[config.mk]
export PLATFORM = sky130hd
export DESIGN_NAME = amx_input_mux
export DESIGN_NICKNAME = d
export VERILOG_FILES = /design/src/core/amx_pkg.sv /design/src/core/amx_result_bus.sv /design/src/core/amx_result_store.sv /design/src/core/amx_input_mux.sv
export SDC_FILE = /design/constraint.sdc
export NUM_CORES = 1
export LEC_CHECK = 0
export ABC_CLOCK_PERIOD_IN_PS = 1520
export BUFFER_PORTS_ARGS = -buffer_cell sky130_fd_sc_hd__buf_4
export CORE_ASPECT_RATIO = 1.2
export CORE_UTILIZATION = 49
export DETAILED_ROUTE_END_ITERATION = 10
export GPL_TIMING_DRIVEN = 0
export PLACE_DENSITY = 0.78
export RECOVER_POWER = 50
export SLEW_MARGIN = 40
export SYNTH_ARGS = -nofsm -noshare
export SYNTH_HDL_FRONTEND = slang
export SYNTH_SLANG_ARGS = --single-unit
[constraint.sdc]
create_clock -name clk_sys -period 1.52 [get_ports clk_sys]
set_clock_uncertainty 0.2 [all_clocks]
set_input_delay 0.152 -clock clk_sys [delete_from_list [all_inputs] [get_ports clk_sys]]
set_output_delay 0.152 -clock clk_sys [all_outputs]
set_load 0.005 [all_outputs]
[src/core/amx_pkg.sv]
// package: register addresses, field layout, reset values and source codes for the input mux block
package amx_pkg;
   localparam logic [7:0] AMX_ADDR_INPUT_SELECT = 8'hC6;
   localparam logic [7:0] AMX_ADDR_FAST_LOW = 8'hFC;
   localparam logic [7:0] AMX_ADDR_FAST_MIDDLE = 8'hFD;
   localparam logic [7:0] AMX_ADDR_FAST_HIGH = 8'hFE;
   localparam int AMX_POS_SEL_LSB = 4;
   localparam int AMX_NEG_SEL_LSB = 0;
   localparam int AMX_SEL_WIDTH = 4;
   localparam int AMX_PIN_COUNT = 8;
   localparam int AMX_SOURCE_COUNT = 10;
   localparam logic [7:0] AMX_RESET_INPUT_SELECT = 8'h00;
   localparam logic [7:0] AMX_RESET_FAST_BYTE = 8'h00;
   localparam logic [3:0] AMX_CODE_PIN_LAST = 4'h7;
   localparam logic [3:0] AMX_CODE_TEMP_SENSOR = 4'hF;
   // one-hot source vector: bits 7..0 pins, 8 ground, 9 sensor
   localparam int AMX_SRC_GROUND = 8;
   localparam int AMX_SRC_SENSOR = 9;
   localparam int AMX_FAST_BYTE_COUNT = 3;
endpackage

[src/core/amx_result_bus.sv]
// interface: carries a completed fast-filter result word to its byte store
interface amx_result_bus;
   logic load;
   logic [23:0] word;
   logic [7:0] wr_data;
   logic [1:0] wr_index;
   logic wr_en;
   logic [1:0] rd_index;
   logic [7:0] rd_data;
   modport ctrl (output load, output word, output wr_data, output wr_index, output wr_en,
      output rd_index, input rd_data);
   modport store (input load, input word, input wr_data, input wr_index, input wr_en,
      input rd_index, output rd_data);
endinterface

[src/core/amx_result_store.sv]
// byte store for the three fast-filter result bytes, registered read data
module amx_result_store
   import amx_pkg::*;
(
   input wire logic clk_sys,
   input wire logic rst_n,
   amx_result_bus.store bus
);
   typedef struct packed {
      logic [AMX_FAST_BYTE_COUNT-1:0][7:0] bytes;
      logic [7:0] rd_data;
   } amx_store_type;

   amx_store_type state;
   amx_store_type next_state;

   always_comb begin
      next_state = state;
      // whole word loads at once so the bytes stay coherent
      if (bus.load) begin
         next_state.bytes = bus.word;
      end else if (bus.wr_en && bus.wr_index < 2'(AMX_FAST_BYTE_COUNT)) begin
         next_state.bytes[bus.wr_index] = bus.wr_data;
      end
      if (bus.rd_index < 2'(AMX_FAST_BYTE_COUNT)) begin
         next_state.rd_data = state.bytes[bus.rd_index];
      end else begin
         next_state.rd_data = 8'h00;
      end
   end

   always_ff @(posedge clk_sys) begin
      if (!rst_n) begin
         state.bytes <= {AMX_FAST_BYTE_COUNT{AMX_RESET_FAST_BYTE}};
         state.rd_data <= 8'h00;
      end else begin
         state <= next_state;
      end
   end

   assign bus.rd_data = state.rd_data;
endmodule

[src/core/amx_input_mux.sv]
// top: input mux select register, source decode, fast result byte registers
// Function
// - fast result bits 15..8 at address FD
// - fast result bits 7..0 at address FC
// - fast result bits 23..16 at address FE
// - separate select fields for each input
// - each input picks one of ten sources
// - one register at C6 holds both selects
// - positive field bits 7..4, codes 0-7 pins
// - code F sensor, other unused codes ground
// - negative field bits 3..0, same codes
// - sensor enabled whenever either field selects it
module amx_input_mux
   import amx_pkg::*;
(
   input wire logic clk_sys,
   input wire logic rst_n,
   input wire logic [7:0] sfr_addr,
   input wire logic sfr_wr,
   input wire logic [7:0] sfr_wdata,
   input wire logic sfr_rd,
   input wire logic conv_done,
   input wire logic [23:0] fast_result,
   output logic [7:0] sfr_rdata,
   output logic [AMX_SOURCE_COUNT-1:0] positive_source,
   output logic [AMX_SOURCE_COUNT-1:0] negative_source,
   output logic temp_sensor_enable
);
   typedef struct packed {
      logic [7:0] input_select;
      logic [AMX_SOURCE_COUNT-1:0] pos_src;
      logic [AMX_SOURCE_COUNT-1:0] neg_src;
      logic sensor_en;
      logic rd_pending;
      logic rd_is_store;
      logic [7:0] rd_local;
      logic [7:0] rdata;
   } amx_top_type;

   amx_top_type state;
   amx_top_type next_state;
   amx_result_bus rbus();
   logic [7:0] sel_next;

   amx_result_store u_store (
      .clk_sys(clk_sys),
      .rst_n(rst_n),
      .bus(rbus)
   );

   // one-hot decode of a four-bit select code
   function automatic logic [AMX_SOURCE_COUNT-1:0] amx_decode(input logic [3:0] code);
      logic [AMX_SOURCE_COUNT-1:0] src;
      src = '0;
      if (code <= AMX_CODE_PIN_LAST) begin
         src[code[2:0]] = 1'b1;
      end else if (code == AMX_CODE_TEMP_SENSOR) begin
         src[AMX_SRC_SENSOR] = 1'b1;
      end else begin
         src[AMX_SRC_GROUND] = 1'b1;
      end
      return src;
   endfunction

   // byte index of a result address, 3 when not a result byte
   function automatic logic [1:0] amx_result_index(input logic [7:0] addr);
      logic [1:0] idx;
      idx = 2'd3;
      if (addr == AMX_ADDR_FAST_LOW) begin
         idx = 2'd0;
      end else if (addr == AMX_ADDR_FAST_MIDDLE) begin
         idx = 2'd1;
      end else if (addr == AMX_ADDR_FAST_HIGH) begin
         idx = 2'd2;
      end
      return idx;
   endfunction

   assign rbus.load = conv_done;
   assign rbus.word = fast_result;
   assign rbus.wr_data = sfr_wdata;
   assign rbus.wr_index = amx_result_index(sfr_addr);
   assign rbus.wr_en = sfr_wr && !conv_done;
   assign rbus.rd_index = amx_result_index(sfr_addr);

   always_comb begin
      next_state = state;
      sel_next = state.input_select;
      if (sfr_wr && sfr_addr == AMX_ADDR_INPUT_SELECT) begin
         sel_next = sfr_wdata;
      end
      next_state.input_select = sel_next;
      // switch controls follow the written value on the next edge
      next_state.pos_src = amx_decode(sel_next[AMX_POS_SEL_LSB +: AMX_SEL_WIDTH]);
      next_state.neg_src = amx_decode(sel_next[AMX_NEG_SEL_LSB +: AMX_SEL_WIDTH]);
      next_state.sensor_en =
         sel_next[AMX_POS_SEL_LSB +: AMX_SEL_WIDTH] == AMX_CODE_TEMP_SENSOR ||
         sel_next[AMX_NEG_SEL_LSB +: AMX_SEL_WIDTH] == AMX_CODE_TEMP_SENSOR;
      // read: address taken now, data on the second edge after
      next_state.rd_pending = sfr_rd;
      next_state.rd_is_store = amx_result_index(sfr_addr) != 2'd3;
      next_state.rd_local = (sfr_addr == AMX_ADDR_INPUT_SELECT) ? state.input_select : 8'h00;
      if (state.rd_pending) begin
         next_state.rdata = state.rd_is_store ? rbus.rd_data : state.rd_local;
      end
   end

   always_ff @(posedge clk_sys) begin
      if (!rst_n) begin
         state.input_select <= AMX_RESET_INPUT_SELECT;
         state.pos_src <= 10'h001;
         state.neg_src <= 10'h001;
         state.sensor_en <= 1'b0;
         state.rd_pending <= 1'b0;
         state.rd_is_store <= 1'b0;
         state.rd_local <= 8'h00;
         state.rdata <= 8'h00;
      end else begin
         state <= next_state;
      end
   end

   assign sfr_rdata = state.rdata;
   assign positive_source = state.pos_src;
   assign negative_source = state.neg_src;
   assign temp_sensor_enable = state.sensor_en;
endmodule

==> metrics.log <==
INFO  metric drc_errors = 0
INFO  metric dpl_cell_area = 0.00416 mm^2
INFO  metric synth.yosys.seq_area_share = 0.448
INFO  metric met3_usage = 0.0348
INFO  metric synth_commonest_cells = 79 x sky130_fd_sc_hd__dfxtp_1, 47 x sky130_fd_sc_hd__nor2_1, 44 x sky130_fd_sc_hd__mux2i_1, 38 x sky130_fd_sc_hd__a21oi_1, 28 x sky130_fd_sc_hd__buf_4
INFO  metric grt_start_max_net_pins = 14
INFO  metric timing.setup.critical_path_class = input port to flop
INFO  metric cells_traversed_along_the_worst_timing_path = buf_4, nor2b_1, buf_2, nand4_1, mux2i_2, o32ai_1
INFO  metric number_of_buffers_inserted_by_port_buffering = 68
INFO  metric multiInputGateArea = 0.00159 mm^2
INFO  metric grt.busiest_layer = met2
INFO  metric htree_num_levels = 3
INFO  metric routed_via_density = 5.26
INFO  metric cts_sinks = 79
INFO  metric post-route-util = 0.677
INFO  metric dieArea = 0.00755 mm^2
INFO  metric synth-seq-cells = 79
INFO  metric clk_latency = 0.36 ns
INFO  metric achievable-frequency = 685 MHz
INFO  metric yosys.cell_types.count = 39
INFO  metric fin_nets = 540
INFO  metric clockBufferDepth = 2
INFO  metric total_power = 0.00413 W
INFO  metric met1_usage = 0.294
INFO  metric wirelength = 8720 um
INFO  metric cp_max_fo = 10
INFO  metric cp-start-kind = input port
INFO  metric netlist_top_cells_area = sky130_fd_sc_hd__dfxtp_1 45%, sky130_fd_sc_hd__mux2i_1 12%, sky130_fd_sc_hd__buf_4 6.0%
INFO  metric synth_most_common_cell = sky130_fd_sc_hd__dfxtp_1
INFO  metric power_density_relative_to_cell_area = 884 mW/mm^2
INFO  metric max_slew.worst_pin.slew = 0.563 ns
INFO  metric fraction_of_final_layout_cells_with_drive_strength_greater_than_1 = 0.280
INFO  metric wl_cell = 14.9 um
INFO  metric cts_tree = built
INFO  metric path_clk_slew = 0.08 ns
INFO  metric critPathRequiredTime = 1.59 ns
INFO  metric final-setup-viol-count = 0
INFO  metric timing_hold_violations_final = 0
INFO  metric final_design_area_no_fill = 0.00467 mm^2
INFO  metric num_rows = 33
INFO  metric insertedDiodeCount = 0
INFO  metric worst_hold_path.num_cells = 3
INFO  metric gp_routability_congestion = 0.863
INFO  metric all_layer_gr_usage = 0.243
INFO  metric worst_path_largest_cell_delay = 0.31 ns
INFO  metric number_of_instances_in_the_synthesized_netlist = 384
INFO  metric start_util = 0.512
INFO  metric ctsRootBufferMaster = sky130_fd_sc_hd__clkbuf_8
INFO  metric finalNonFillerCells = 587
INFO  metric worst_path_max_delay_cell = sky130_fd_sc_hd__nand4_1
INFO  metric holdCritPathClass = input port to flop
INFO  metric share_of_synthesized_flip_flops_with_an_asynchronous_set_or_reset = 0
INFO  metric synth_edf_count = 0
INFO  metric ioPinCount = 74
INFO  metric fin_crit = 1.46 ns
INFO  metric status = finished clean
INFO  metric yosys_warnings = 0
INFO  metric power.ir.vdd_worst = 606 uV
INFO  metric globalRouteOverflowTotal = 0
INFO  metric slew-limit-headroom = 0.624
INFO  metric post-synth-top-area-cell = sky130_fd_sc_hd__dfxtp_1
INFO  metric p_leak = 1.96 nW
INFO  metric worst_r2r_path_depth = 3
INFO  metric critPathCaptureType = flop
INFO  metric initial_antenna_violation_count = 0
INFO  metric ys.flop_type = sky130_fd_sc_hd__dfxtp_1
INFO  metric grt_pass1_wl = 13900 um
INFO  metric first_global_vias = 2951
INFO  metric die_height = 95.0 um
INFO  metric dr_total_vias = 3089
INFO  metric floorplan.die.width = 79.5 um
INFO  metric first_pass_iters = 4
INFO  metric area.growth.synth_to_final = 32.2%
INFO  metric drt_iter0_drc = 122
INFO  metric timing.final.max_slew_violations = 0
INFO  metric final.hold.worst_slack = 0.0123 ns
INFO  metric post_synth_instance_area = 0.00353 mm^2
INFO  metric synth_top_area_share = 0.448
INFO  metric dpl.hpwl = 6010 um
INFO  metric globalRouteMet2Util = 0.416
INFO  metric finalCritPeriodShare = 0.961
INFO  metric cts_inserted_buffers = 9
INFO  metric cp_data_arrival_time = 1.53 ns
INFO  metric drtAntennaViolNets = 0
INFO  metric post_synth.cell_area_avg = 9.19 um^2
INFO  metric seq_cell_area = 0.00158 mm^2
INFO  metric dp_cells = 539
INFO  metric fill_cells = 556
INFO  metric mappedNetlistNets = 429
INFO  metric maxCapViolCount = 0
INFO  metric floorplan.core_area = 0.00690 mm^2
[stage by stage]
| stage | setup slack, ns | TNS, ns |
|---|---|---|
| global route | -0.00199 | -0.00199 |
| floorplan | -0.0781 | -0.347 |
| global placement | -0.316 | -13.65 |
| detailed placement | -0.384 | -15.08 |
| CTS | 0.0351 | 0 |
| finish | 0.0596 | 0 |
[sequential cells by signal, summed over array words and instances (netlist names)]
register,flops
negative_source,10
state,18
positive_source,10
u_store.bus.rd_data,8
sfr_rdata,8
u_store.state,24
temp_sensor_enable,1
[critical path: cells and delay by family]
kind	cells	cell delay, ns
and+or+nand+nor	2	0.44
muxes	1	0.29
AOI/OAI and AO/OA	1	0.27
buffers and inverters	2	0.38
[where the power goes]
part	internal (W)	switching, W	total [W]
sequential	0.00213	0.0000293	0.00216
combinational	0.000240	0.000231	0.000471
clock	0.000746	0.000753	0.00150
[per-layer routing]
metal / part of all wire / up-vias
met1: 0.42 / 1419
met2: 0.49 / 106
met3: 0.045 / 28
met5: 0 / -
met4: 0.038 / 0
li1: - / 1536
[worst paths after layout]
kind	from	to	slack (ns)
min reg2reg	sfr_rdata[6]$_SDFFE_PN0P_	sfr_rdata[6]$_SDFFE_PN0P_	0.28
max reg2reg	state[16]$_SDFF_PN0_	sfr_rdata[2]$_SDFFE_PN0P_	0.12
max	sfr_addr[0]	temp_sensor_enable$_SDFF_PN0_	0.06
min	fast_result[20]	u_store.state[28]$_SDFFE_PN0P_	0.01
[final cells by class]
class | instances | area share
Multi-Input combinational cell | 242 | 0.342
Sequential cell | 79 | 0.339
Timing Repair Buffer | 100 | 0.176
Buffer | 55 | 0.0735
Clock buffer | 9 | 0.0265
Tap cell | 87 | 0.0233
Clock inverter | 7 | 0.0137
Inverter | 8 | 0.00644
[cells in the final DEF, fill, tap and decap left out, types with 8 or more instances in the layout]
cell type,n
sky130_fd_sc_hd__nand3b_1,8
sky130_fd_sc_hd__clkbuf_8,9
sky130_fd_sc_hd__inv_1,8
sky130_fd_sc_hd__dfxtp_1,79
sky130_fd_sc_hd__clkbuf_4,32
sky130_fd_sc_hd__nor2_1,47
sky130_fd_sc_hd__o21ai_0,17
sky130_fd_sc_hd__mux2i_1,43
sky130_fd_sc_hd__buf_4,66
sky130_fd_sc_hd__nand2_1,15
sky130_fd_sc_hd__clkbuf_1,14
sky130_fd_sc_hd__a211oi_1,16
sky130_fd_sc_hd__dlygate4sd3_1,29
sky130_fd_sc_hd__a21oi_1,38
sky130_fd_sc_hd__and2_1,8
[cells by family (layout without fill, tap and decap cells)]
kind of cell,after synthesis,count (layout),share of synthesized area
simple gates,114,114,0.178
flops,79,79,0.448
mux,46,46,0.132
buf+inv,63,179,0.104
compound gates,82,82,0.138
[timing repair]
| item | 4_1_cts | 5_1_grt |
|---|---|---|
| setup endpoints to repair | 1 | 18 |
| endpoints found under the hold margin | 36 | 0 |
| resized for setup | 0 | 5 |
| pin swaps | 1 | 1 |
| hold buffers | 29 | 0 |
| buffers inserted | 2 | 1 |
No activity file was read; power rests on OpenSTA's default activity.
